--- src/dp_diag_pkg.sv ---
/*
 Constants, register map, field positions and carrier types for the
 diagnostic telegram builder. Assumes one 10 MHz system clock.
*/
// Contract
// Group diagnostic flag follows any active fault
// Overflow flag set above 240 report bytes
// Slot bit set while slot diagnostic active
// Identifier header coded 01, length two
// Slot bit 0 description file, 3 library
// Every module slot status reads 00
// Channel byte two coded 11, rest zero
// Channel byte three type 00, class low
// Classes 22 to 26 drive faults
// Classes 2,3,9,16-21,27-30 other faults
// One channel entry per active class
// Channel header 10 plus module number
// Six-byte station status block first
// Identifier, module, channel blocks follow
// Master must run in DPV1 mode
package dp_diag_pkg;
    // Register byte offsets
    localparam logic [7:0] REG_CTRL     = 8'h00;
    localparam logic [7:0] REG_STATION  = 8'h04;
    localparam logic [7:0] REG_MODULE   = 8'h08;
    localparam logic [7:0] REG_STATUS   = 8'h0c;
    localparam logic [7:0] REG_IRQ_STAT = 8'h10;
    localparam logic [7:0] REG_IRQ_EN   = 8'h14;
    localparam logic [7:0] REG_IRQ_CLR  = 8'h18;
    // Control fields
    localparam int CTRL_START = 0;
    localparam int CTRL_LIB   = 1;
    // Station register fields
    localparam int STN_PRM_REQ   = 0;
    localparam int STN_NOT_READY = 1;
    localparam int STN_CFG_FAULT = 2;
    localparam int STN_WD_ON     = 3;
    localparam int STN_FREEZE    = 4;
    localparam int STN_SYNC      = 5;
    localparam int STN_PRM_FAULT = 6;
    localparam int STN_ADDR_LSB  = 8;
    // Telegram bit positions
    localparam int SS1_PRM_FAULT = 6;
    localparam int SS1_EXT_DIAG  = 3;
    localparam int SS1_CFG_FAULT = 2;
    localparam int SS1_NOT_READY = 1;
    localparam int SS2_SYNC      = 5;
    localparam int SS2_FREEZE    = 4;
    localparam int SS2_WD_ON     = 3;
    localparam int SS2_PRM_REQ   = 0;
    localparam int SS3_OVERFLOW  = 7;
    localparam int SLOT_BIT_GSD  = 0;
    localparam int SLOT_BIT_LIB  = 3;
    // Interrupt bits
    localparam int IRQ_DONE = 0;
    localparam int IRQ_DIAG = 1;
    localparam int IRQ_OVF  = 2;
    localparam int IRQ_W    = 3;
    // Block codes and lengths
    localparam logic [1:0] HDR_IDENT   = 2'b01;
    localparam logic [1:0] HDR_MODULE  = 2'b00;
    localparam logic [1:0] HDR_CHANNEL = 2'b10;
    localparam logic [5:0] IDENT_LEN   = 6'h02;
    localparam logic [5:0] MOD_LEN_GSD = 6'h05;
    localparam logic [5:0] MOD_LEN_LIB = 6'h06;
    localparam logic [7:0] MOD_STATUS  = 8'h82;
    localparam logic [1:0] SLOT_VALID  = 2'b00;
    localparam logic [1:0] CH_IO       = 2'b11;
    localparam logic [1:0] CH_UNSPEC   = 2'b00;
    localparam logic [2:0] STN_BYTES   = 3'h6;
    localparam logic [2:0] CHN_BYTES   = 3'h3;
    localparam logic [8:0] DIAG_MAX    = 9'h0f0;
    // Message classes 2,3,9,16..30
    localparam logic [31:0] CLASS_VALID = 32'h7fff_020c;
    // Arbitrary neutral identity value
    localparam logic [15:0] IDENT_NUMBER = 16'h1234;

    typedef enum logic [2:0] {ST_IDLE, ST_STN, ST_IDB, ST_MOD, ST_CHN} tg_state_t;

    typedef struct packed {
        logic [7:0] data;
        logic       sop;
        logic       eop;
    } tg_byte_t;
endpackage

--- src/dp_diag_telegram.sv ---
/*
 Diagnostic telegram builder: Avalon-MM register slave, fault class
 collection and a byte stream that carries the telegram to the master side.
 Assumes fault inputs come from logic on clk_sys_i and that the consumer
 of the byte stream honours valid/ready.
*/
`timescale 1ns/1ps
module dp_diag_telegram
    import dp_diag_pkg::*;
(
    input  wire logic        clk_sys_i,
    input  wire logic        rst_n_i,
    input  wire logic [7:0]  avs_address_i,
    input  wire logic        avs_read_i,
    input  wire logic        avs_write_i,
    input  wire logic [31:0] avs_writedata_i,
    output logic [31:0]      avs_readdata_o,
    output logic             avs_waitrequest_o,
    input  wire logic [31:0] fault_class_i,
    input  wire logic        alarm_active_i,
    output tg_byte_t         tg_byte_o,
    output logic             tg_valid_o,
    input  wire logic        tg_ready_i,
    output logic             irq_o
);

    ////////////////////////////////////////////////////////////////////////
    // Register bus

    logic        ack_r;
    logic [31:0] rdata_r;
    logic        lib_mode_r;
    logic [15:0] station_r;
    logic [5:0]  module_num_r;
    logic [IRQ_W-1:0] irq_stat_r;
    logic [IRQ_W-1:0] irq_en_r;
    logic        wr_fire;
    logic        start_req;
    logic        busy;
    logic        group_diag;
    logic        overflow_r;
    logic [8:0]  length_r;
    logic [8:0]  length_nxt;
    logic [31:0] faults;

    assign avs_waitrequest_o = (avs_read_i | avs_write_i) & ~ack_r;
    assign avs_readdata_o    = rdata_r;
    assign wr_fire           = avs_write_i & ack_r;
    assign start_req         = wr_fire && (avs_address_i == REG_CTRL) && avs_writedata_i[CTRL_START];

    // One wait state: read data is latched before the accepting edge
    always_ff @(posedge clk_sys_i or negedge rst_n_i)
    begin
        if (!rst_n_i)
            ack_r <= 1'b0;
        else
            ack_r <= (avs_read_i | avs_write_i) & ~ack_r;
    end

    always_ff @(posedge clk_sys_i or negedge rst_n_i)
    begin
        if (!rst_n_i)
            rdata_r <= 32'h0000_0000;
        else if (avs_read_i && !ack_r)
        begin
            if (avs_address_i == REG_CTRL)
                rdata_r <= {30'h0000_0000, lib_mode_r, 1'b0};
            else if (avs_address_i == REG_STATION)
                rdata_r <= {16'h0000, station_r};
            else if (avs_address_i == REG_MODULE)
                rdata_r <= {26'h000_0000, module_num_r};
            else if (avs_address_i == REG_STATUS)
                rdata_r <= {20'h0_0000, length_r, overflow_r, group_diag, busy};
            else if (avs_address_i == REG_IRQ_STAT)
                rdata_r <= {29'h0000_0000, irq_stat_r};
            else if (avs_address_i == REG_IRQ_EN)
                rdata_r <= {29'h0000_0000, irq_en_r};
            else
                rdata_r <= 32'h0000_0000;
        end
    end

    always_ff @(posedge clk_sys_i or negedge rst_n_i)
    begin
        if (!rst_n_i)
        begin
            lib_mode_r   <= 1'b0;
            station_r    <= 16'h0000;
            module_num_r <= 6'h00;
            irq_en_r     <= '0;
        end
        else if (wr_fire)
        begin
            if (avs_address_i == REG_CTRL)
                lib_mode_r <= avs_writedata_i[CTRL_LIB];
            else if (avs_address_i == REG_STATION)
                station_r <= avs_writedata_i[15:0];
            else if (avs_address_i == REG_MODULE)
                module_num_r <= avs_writedata_i[5:0];
            else if (avs_address_i == REG_IRQ_EN)
                irq_en_r <= avs_writedata_i[IRQ_W-1:0];
        end
    end

    ////////////////////////////////////////////////////////////////////////
    // Fault collection

    // Unknown class numbers are dropped; one bit per class merges duplicates
    assign faults     = fault_class_i & CLASS_VALID;
    assign group_diag = (|faults) | alarm_active_i;

    function automatic logic [5:0] count_ones(input logic [31:0] v);
        logic [5:0] n;
        n = 6'h00;
        for (int i = 0; i < 32; i++)
            n = n + {5'h00, v[i]};
        return n;
    endfunction

    function automatic logic [4:0] lowest_set(input logic [31:0] v);
        logic [4:0] k;
        k = 5'h00;
        for (int i = 31; i >= 0; i--)
            if (v[i])
                k = 5'(i);
        return k;
    endfunction

    // Mode comes from the start write itself: the mode register updates on that same edge
    always_comb
    begin
        length_nxt = {6'h00, STN_BYTES} + {3'h0, IDENT_LEN}
                   + {3'h0, (avs_writedata_i[CTRL_LIB] ? MOD_LEN_LIB : MOD_LEN_GSD)}
                   + 9'(count_ones(faults) * CHN_BYTES);
    end

    ////////////////////////////////////////////////////////////////////////
    // Telegram sequencer

    tg_state_t   state_r;
    logic [2:0]  idx_r;
    logic [31:0] pend_r;
    logic        snap_diag_r;
    logic        snap_lib_r;
    logic [4:0]  cur_cls;
    logic        gen_fire;
    logic        last_byte;
    tg_byte_t    gen_byte;
    logic [7:0]  slot_byte;
    logic [5:0]  mod_len;

    assign busy      = (state_r != ST_IDLE) | tg_valid_o;
    assign gen_fire  = (state_r != ST_IDLE) & (~tg_valid_o | tg_ready_i);
    assign cur_cls   = lowest_set(pend_r);
    assign mod_len   = snap_lib_r ? MOD_LEN_LIB : MOD_LEN_GSD;

    always_comb
    begin
        slot_byte = 8'h00;
        slot_byte[snap_lib_r ? SLOT_BIT_LIB : SLOT_BIT_GSD] = snap_diag_r;
    end

    always_comb
    begin
        gen_byte      = '0;
        last_byte     = 1'b0;
        gen_byte.sop  = (state_r == ST_STN) && (idx_r == 3'h0);
        case (state_r)
            ST_STN:
            begin
                case (idx_r)
                    3'h0:
                    begin
                        gen_byte.data[SS1_PRM_FAULT] = station_r[STN_PRM_FAULT];
                        gen_byte.data[SS1_EXT_DIAG]  = snap_diag_r;
                        gen_byte.data[SS1_CFG_FAULT] = station_r[STN_CFG_FAULT];
                        gen_byte.data[SS1_NOT_READY] = station_r[STN_NOT_READY];
                    end
                    3'h1:
                    begin
                        gen_byte.data[SS2_SYNC]    = station_r[STN_SYNC];
                        gen_byte.data[SS2_FREEZE]  = station_r[STN_FREEZE];
                        gen_byte.data[SS2_WD_ON]   = station_r[STN_WD_ON];
                        gen_byte.data[SS2_PRM_REQ] = station_r[STN_PRM_REQ];
                    end
                    3'h2:    gen_byte.data[SS3_OVERFLOW] = overflow_r;
                    3'h3:    gen_byte.data = station_r[STN_ADDR_LSB +: 8];
                    3'h4:    gen_byte.data = IDENT_NUMBER[15:8];
                    default: gen_byte.data = IDENT_NUMBER[7:0];
                endcase
            end
            ST_IDB:
                gen_byte.data = (idx_r == 3'h0) ? {HDR_IDENT, IDENT_LEN} : slot_byte;
            ST_MOD:
            begin
                if (idx_r == 3'h0)
                    gen_byte.data = {HDR_MODULE, mod_len};
                else if (idx_r == 3'h1)
                    gen_byte.data = MOD_STATUS;
                else
                    gen_byte.data = {4{SLOT_VALID}};
                last_byte = (idx_r == 3'(mod_len - 6'h01)) && (pend_r == 32'h0000_0000);
            end
            ST_CHN:
            begin
                if (idx_r == 3'h0)
                    gen_byte.data = {HDR_CHANNEL, module_num_r};
                else if (idx_r == 3'h1)
                    gen_byte.data = {CH_IO, 6'h00};
                else
                    gen_byte.data = {CH_UNSPEC, 1'b0, cur_cls};
                last_byte = (idx_r == CHN_BYTES - 3'h1) && ((pend_r & (pend_r - 32'h1)) == 32'h0);
            end
            default: gen_byte.data = 8'h00;
        endcase
        gen_byte.eop = last_byte;
    end

    // Blocks follow in fixed order after the station block
    always_ff @(posedge clk_sys_i or negedge rst_n_i)
    begin
        if (!rst_n_i)
        begin
            state_r     <= ST_IDLE;
            idx_r       <= 3'h0;
            pend_r      <= 32'h0000_0000;
            snap_diag_r <= 1'b0;
            snap_lib_r  <= 1'b0;
            overflow_r  <= 1'b0;
            length_r    <= 9'h000;
        end
        else if (state_r == ST_IDLE)
        begin
            if (start_req && !tg_valid_o)
            begin
                // Fault state is frozen so one telegram is self-consistent
                state_r     <= ST_STN;
                idx_r       <= 3'h0;
                pend_r      <= faults;
                snap_diag_r <= group_diag;
                snap_lib_r  <= avs_writedata_i[CTRL_LIB];
                length_r    <= length_nxt;
                overflow_r  <= length_nxt > DIAG_MAX;
            end
        end
        else if (gen_fire)
        begin
            idx_r <= idx_r + 3'h1;
            case (state_r)
                ST_STN:
                    if (idx_r == STN_BYTES - 3'h1)
                    begin
                        state_r <= ST_IDB;
                        idx_r   <= 3'h0;
                    end
                ST_IDB:
                    if (idx_r == 3'(IDENT_LEN - 6'h01))
                    begin
                        state_r <= ST_MOD;
                        idx_r   <= 3'h0;
                    end
                ST_MOD:
                    if (idx_r == 3'(mod_len - 6'h01))
                    begin
                        state_r <= last_byte ? ST_IDLE : ST_CHN;
                        idx_r   <= 3'h0;
                    end
                ST_CHN:
                    if (idx_r == CHN_BYTES - 3'h1)
                    begin
                        pend_r  <= pend_r & (pend_r - 32'h1);
                        state_r <= last_byte ? ST_IDLE : ST_CHN;
                        idx_r   <= 3'h0;
                    end
                default: state_r <= ST_IDLE;
            endcase
        end
    end

    ////////////////////////////////////////////////////////////////////////
    // Output stage

    always_ff @(posedge clk_sys_i or negedge rst_n_i)
    begin
        if (!rst_n_i)
        begin
            tg_byte_o  <= '0;
            tg_valid_o <= 1'b0;
        end
        else if (gen_fire)
        begin
            tg_byte_o  <= gen_byte;
            tg_valid_o <= 1'b1;
        end
        else if (tg_ready_i)
            tg_valid_o <= 1'b0;
    end

    ////////////////////////////////////////////////////////////////////////
    // Interrupts

    logic             diag_d_r;
    logic [IRQ_W-1:0] irq_set;
    logic [IRQ_W-1:0] irq_clr;

    always_comb
    begin
        irq_set           = '0;
        irq_set[IRQ_DONE] = tg_valid_o & tg_ready_i & tg_byte_o.eop;
        irq_set[IRQ_DIAG] = group_diag & ~diag_d_r;
        irq_set[IRQ_OVF]  = (state_r == ST_IDLE) && start_req && !tg_valid_o && (length_nxt > DIAG_MAX);
        irq_clr           = (wr_fire && (avs_address_i == REG_IRQ_CLR)) ? avs_writedata_i[IRQ_W-1:0] : '0;
    end

    // Set beats clear in the same cycle so no event is lost
    always_ff @(posedge clk_sys_i or negedge rst_n_i)
    begin
        if (!rst_n_i)
        begin
            diag_d_r   <= 1'b0;
            irq_stat_r <= '0;
        end
        else
        begin
            diag_d_r   <= group_diag;
            irq_stat_r <= (irq_stat_r & ~irq_clr) | irq_set;
        end
    end

    assign irq_o = |(irq_stat_r & irq_en_r);

endmodule

--- config.mk ---
export PLATFORM = sky130hd
export DESIGN_NAME = dp_diag_telegram
export DESIGN_NICKNAME = d
export VERILOG_FILES = /design/src/dp_diag_pkg.sv /design/src/dp_diag_telegram.sv
export SDC_FILE = /design/constraint.sdc
export NUM_CORES = 1
export LEC_CHECK = 0
export BUFFER_PORTS_ARGS = -buffer_cell sky130_fd_sc_hd__buf_4
export CORE_AREA = 3 3 112 114
export DETAILED_ROUTE_END_ITERATION = 12
export DIE_AREA = 0 0 115 117
export MAX_ROUTING_LAYER = met4
export PLACE_DENSITY_LB_ADDON = 0.05
export SLEW_MARGIN = 5
export SYNTH_ARGS = -nofsm -noshare
export SYNTH_HDL_FRONTEND = slang
export SYNTH_SLANG_ARGS = --single-unit
--- constraint.sdc ---
create_clock -name clk_sys_i -period 2.8 [get_ports clk_sys_i]
set_input_delay 0.14 -clock clk_sys_i [delete_from_list [all_inputs] [get_ports clk_sys_i]]
set_output_delay 0.14 -clock clk_sys_i [all_outputs]
set_load 0.01 [all_outputs]
## After elaboration in Yosys (flattened, before gate mapping)

Index checks and enable logic that the tools add are counted.

| word-level totals | value |
|---|---|
| input port bits | 78 |
| word-level logic and storage cells | 205 |
| output and inout bits | 45 |
| bits in registers | 124 |

| cells by class | value |
|---|---|
| equal/unequal tests | 21 |
| $mul | 1 |
| reduce and logical (&&, ||, !) cells | 36 |
| multiplexer cells | 81 |
| order comparisons | 3 |
| bitwise operators | 22 |
| add/subtract/negate cells | 22 |

Operators with widths:

| kind | count |
|---|---|
| 32-bit two-way mux | 5 |
| 5-bit two-way mux | 32 |
| 6-bit by 1-bit adder with 6-bit output | 12 |
| 32-bit zero test | 2 |
| 3-bit two-way mux | 18 |
| 8-bit two-way mux | 5 |
| 32-bit AND | 1 |
| 16-bit two-way mux | 2 |
| 8-bit case mux with 4 select lines | 1 |
| 32-bit by 1-bit subtractor with 32-bit output (second input constant) | 1 |
| 8-bit by 5-bit equality test with 1-bit output (second input constant) | 3 |
| 12-bit two-way mux | 2 |
| 3-bit case mux with 4 select lines | 2 |
| 18-bit OR reduction | 1 |
| 8-bit by 4-bit equality test with 1-bit output (second input constant) | 2 |
| 2-bit case mux with 4 select lines | 2 |
| 3-bit by 2-bit equality test with 1-bit output (second input constant) | 4 |
| 1-bit logical AND | 12 |
| 5-bit by 8-bit adder with 9-bit output | 1 |
| 3-bit equality test (second input constant) | 3 |
| 9-bit by 8-bit greater-than comparator with 1-bit output (second input constant) | 1 |
| 3-bit != test (second input constant) | 3 |
| 8-bit AND | 1 |
| 8-bit by 3-bit equality test with 1-bit output (second input constant) | 1 |
| 38 further kinds | 69 |

## Logic depth before layout (Yosys ltp)

| logic depth | value |
|---|---|
| word-level depth | 35 |
| gate-level depth with buffers | 19 |
| mapped depth without buffers | 19 |

## Worst setup path before layout

Ideal clock, no wire load.

| timing | value |
|---|---|
| path type | input-to-reg |
| start point | input port fault_class_i[2] |
| end point | register length_r[5] |
| required time | 2.716 ns |
| data arrival time | 4.871 ns |
| path buffers | 0 |
| library setup time | 0.084 ns |
| slack | -2.155 ns |
| cell stages on the path | 18 |
| cells stage by stage | fa_1 > inv_1 > fa_1 > fa_1 > fa_1 > fa_1 > inv_1 > ha_1 > fa_1 > fa_1 > ha_1 > inv_1 > fa_1 > inv_1 > a21o_1 > a21oi_1 > xor2_1 > o21ai_0 |

| on the way | value |
|---|---|
| longest elaborated chain between the ends | 19 |

RTL lines:

| what | line | RTL |
|---|---|---|
| start: declaration | dp_diag_telegram.sv:19 | `input wire logic [31:0] fault_class_i,` |
| 1-bit by 1-bit adder with 2-bit output | dp_diag_telegram.sv:116 | `n = n + {5'h00, v[i]};` |
| 2-bit by 1-bit adder with 3-bit output | dp_diag_telegram.sv:116 |  |
| 3-bit by 1-bit adder with 4-bit output | dp_diag_telegram.sv:116 |  |
| 4-bit by 1-bit adder with 5-bit output | dp_diag_telegram.sv:116 |  |
| 5-bit by 1-bit adder with 6-bit output | dp_diag_telegram.sv:116 |  |
| 6-bit by 1-bit adder with 6-bit output (12 in a row) | dp_diag_telegram.sv:116 |  |
| 6-bit by 2-bit multiplier with 8-bit output | dp_diag_telegram.sv:134 | `+ 9'(count_ones(faults) * CHN_BYTES);` |
| 5-bit by 8-bit adder with 9-bit output | dp_diag_telegram.sv:134 |  |
| end signal: assignment | dp_diag_telegram.sv:242 | `length_r <= length_nxt;` |
| end: declaration | dp_diag_telegram.sv:42 | `logic [8:0] length_r;` |

Every way passes these cells.
A chain may end at the register's enable or synchronous reset.

## Final worst setup path

| timing | value |
|---|---|
| start point | input port fault_class_i[28] |
| end point | register length_r[5] |

| on the way | value |
|---|---|
| longest elaborated chain between the ends | 5 |

RTL lines:

| what | line |
|---|---|
| 6-bit by 1-bit adder with 6-bit output (3 in a row) | dp_diag_telegram.sv:116 |
| 6-bit by 2-bit multiplier with 8-bit output | dp_diag_telegram.sv:134 |
| 5-bit by 8-bit adder with 9-bit output | dp_diag_telegram.sv:134 |

Every way passes these cells.

==> metrics.cfg <==
[cells_and_area]
final_cell_area_mm2 = 0.00787
drive_gt1_share_pct = 24.4
insertedDiodeCount = 0
final_cells = 954
final_common_cell = buf_4
fin_util_pct = 68.4
final_cell_mix = 124 x buf_4, 103 x dfrtp_1, 76 x nand2_1
nets = 921
area_growth_syn_to_layout_pct = 21.6

[logic_synthesis]
synth_top_family_by_area = compound AO/OA/AOI/OAI gates
synth_area_mm2 = 0.00647
synth-async-reset-ratio_pct = 100
synth_mux_area_share_pct = 4.97
synth_area_leaders = dfrtp_1 40%, nand2_1 4.5%, ha_1 4.4%
synthAdderAreaFrac_pct = 8.77
synth-xor-area-share_pct = 0.812
synth_cells = 692
synth-seq-cells = 103
synth_ff_type = dfrtp_1
yosys_warnings = 0
synth_top_area_share_pct = 39.8
yosysUniqueCellTypes = 78
synth-compound-area-share_pct = 20.8
syn-mean-instance-area_um2 = 9.36
yosys.area_share.simple_pct = 18.1
synth_edf_count = 0
synth_largest_area_cell = dfrtp_1
synth_seq_area_share_pct = 39.8

[critical_path]
cp_slowest_cell = fa_2
cpPeakStageDelay_ns = 0.55
cp_data_required_time_ns = 3.03
crit_chain = buf_6 -> fa_1 -> fa_1 -> inv_1 -> fa_1 -> fa_1 -> fa_1 -> inv_2 -> ha_4 -> fa_2 -> fa_1 -> ha_2 -> inv_2 -> fa_2 -> inv_1 -> a21o_1 -> a21oi_2 -> xor2_1 -> o21ai_1
crit_top_cell = fa_1
endpoint_kind = flip-flop
cp-start-kind = input pin
critPathKind = in -> reg
crit_fanout = 2
arrival_ns = 4.96

[floorplan]
core_region_area_mm2 = 0.0115
die_h_um = 117
die-area_mm2 = 0.0135
rows = 39
die_width_um = 115
start_util_pct = 56.2
ioPinCount = 123

[power_and_ir_drop]
leakage_nw = 3.82
powerDensity_mw_per_mm2 = 943
ir_worst_vdd_mv = 1.36

[cts]
cts_buffers = 9
cts_buffer_depth = 2
clock-root-buffer = clkbuf_16
clkTransAtPathRegs_ns = 0.07
clock-sinks = 103
htree_num_levels = 3
clkLatencyLatePin_ns = 0.35
cts_tree = built

[route]
vias = 5726
finalWirelength_mm = 17.1
via_per_inst = 6.00
drt-initial-drc-count = 523
drt_first_pass_iters = 5
route.detailed.drc = 0
wl_per_cell_um = 17.9
ant_nets = 0

[timing]
period_minus_slack_ns = 4.73
setup_violations = 7
rsz0062_at_grt = yes
skew_ns = 0.00960
worst_pin_slew_ns = 0.908
fin_ws_ns = -1.93
slew_headroom_pct = 39.4
hold_violations = 0
min_period_over_period_pct = 169
max_freq_mhz = 211
slew_viol_final = 0

[global_routing]
antenna_found_initial = 0
grt_usage_pct = 27.4
grt_pass1_wl_mm = 27.8
grt-ovfl-total = 0
grt_pass1_vias = 5510
grt_max_degree = 74

[outcome]
violations = setup timing
outcome = finished with violations

[placement]
dp.cells = 926
io_buffers = 76
place_area_mm2 = 0.00745
hpwl_mm = 13.0
gp_congestion = 0.951

[worst_hold_path]
hold_class = in -> reg

[run]
maxCapViolCount = 0

-- repair_timing --
action	in CTS	in global routing
pin swaps	8	7
gates cloned	0	0
setup buffers	3	3
hold endpoints to repair	76	1
setup endpoints to repair	7	9
hold buffers	6	1
resized for setup	10	3
-- where the power goes --
| group | total (mW) | internal, mW | switching (mW) |
|---|---|---|---|
| sequential | 1.72 | 1.60 | 0.115 |
| clock | 1.21 | 0.618 | 0.592 |
| combinational | 4.50 | 2.16 | 2.34 |
| total | 7.43 | 4.38 | 3.05 |
-- routing by layer --
layer	track usage (%)	up-vias	share of wire [%]	wire length, um
li1	-	2691	-	-
met1	34.6	2784	41	7070
met2	44.6	225	50	8490
met3	5.24	26	6.7	1150
met4	9.08	0	2.2	371
met5	-	-	0	0
-- area by class of cell --
class | instances | area, um^2
clock buffers | 10 | 229
inverters | 43 | 164
flip-flops and latches | 103 | 2580
multi-input cells | 512 | 3600
clock inverters | 6 | 55.1
fillers | 913 | 3640
well taps | 143 | 179
repair buffers | 137 | 1070
-- flip-flops by register name (all words and copies together), names as in the netlist, 3 cells and up --
signal,flops
avs_readdata_o,16
idx_r,3
irq_en_r,3
irq_stat_r,3
length_r,7
module_num_r,6
pend_r,30
state_r,3
station_r,16
tg_byte_o,10
-- synth_stat cells (all sizes together) (4+ instances only) --
| master | n |
|---|---|
| fa | 14 |
| o2bb2ai | 7 |
| a211oi | 6 |
| nor2 | 52 |
| nor4 | 14 |
| a2111oi | 4 |
| nand2 | 79 |
| ha | 23 |
| a22o | 12 |
| buf | 28 |
| mux2 | 25 |
| nand2b | 10 |
| o31ai | 11 |
| a21o | 8 |
| or3 | 5 |
| a21boi | 8 |
| dfrtp | 103 |
| a31oi | 6 |
| nand4 | 5 |
| mux2i | 4 |
| o22ai | 4 |
| inv | 43 |
| clkbuf | 21 |
| nand3 | 13 |
| o21a | 6 |
| a21oi | 37 |
| or4 | 7 |
| o21ai | 51 |
| nor3 | 21 |
| nor2b | 4 |
| a22oi | 10 |
-- per-stage QoR --
stage	TNS, ns	power (mW)	hold slack, ns	setup WS, ns
6_report	-10.85	7.43	0.0101	-1.93
5_1_grt	-11.75	8.13	0.00456	-2.09
4_1_cts	-10.89	7.44	0.000293	-1.96
3_5_place_dp	-13.43	5.97	0.336	-2.36
3_3_place_gp	-12.76	5.84	0.318	-2.24
2_1_floorplan	-11.18	4.78	-0.156	-2.04
-- critical path, delay by kind of cell --
family / cells / cell delay (ns)
adder cells (fa/ha/maj): 10 / 3.98
AO/OA/AOI/OAI: 3 / 0.38
buffers and inverters: 5 / 0.28
XOR/XNOR: 1 / 0.15
-- final timing paths --
kind	from	endpoint	slack, ns	cells past startpoint
max	fault_class_i[28]	length_r[5]$_DFFE_PN0P_	-1.93	19
min	avs_writedata_i[5]	station_r[5]$_DFFE_PN0P_	0.01	2
max reg2reg	idx_r[1]$_DFFE_PN0P_	state_r[2]$_DFFE_PN0P_	0.25	8
min reg2reg	diag_d_r$_DFF_PN0_	irq_stat_r[1]$_DFF_PN0_	0.45	1
max in group asynchronous	rst_n_i	avs_readdata_o[15]$_DFFE_PN0P_	1.58	3
min in group asynchronous	rst_n_i	tg_byte_o[8]$_DFFE_PN0P_	0.45	2
-- logic make-up (layout without fill, tap and decap cells) --
group / count (synthesis) / count (layout)
simple gates: 225 / 225
buf+inv: 92 / 196
xor+xnor: 6 / 6
flops: 103 / 103
other cells: 1 / 16
mux: 29 / 29
fa+ha+maj: 37 / 37
compound gates: 199 / 199
Note: power is estimated with default switching activity, not from simulation.
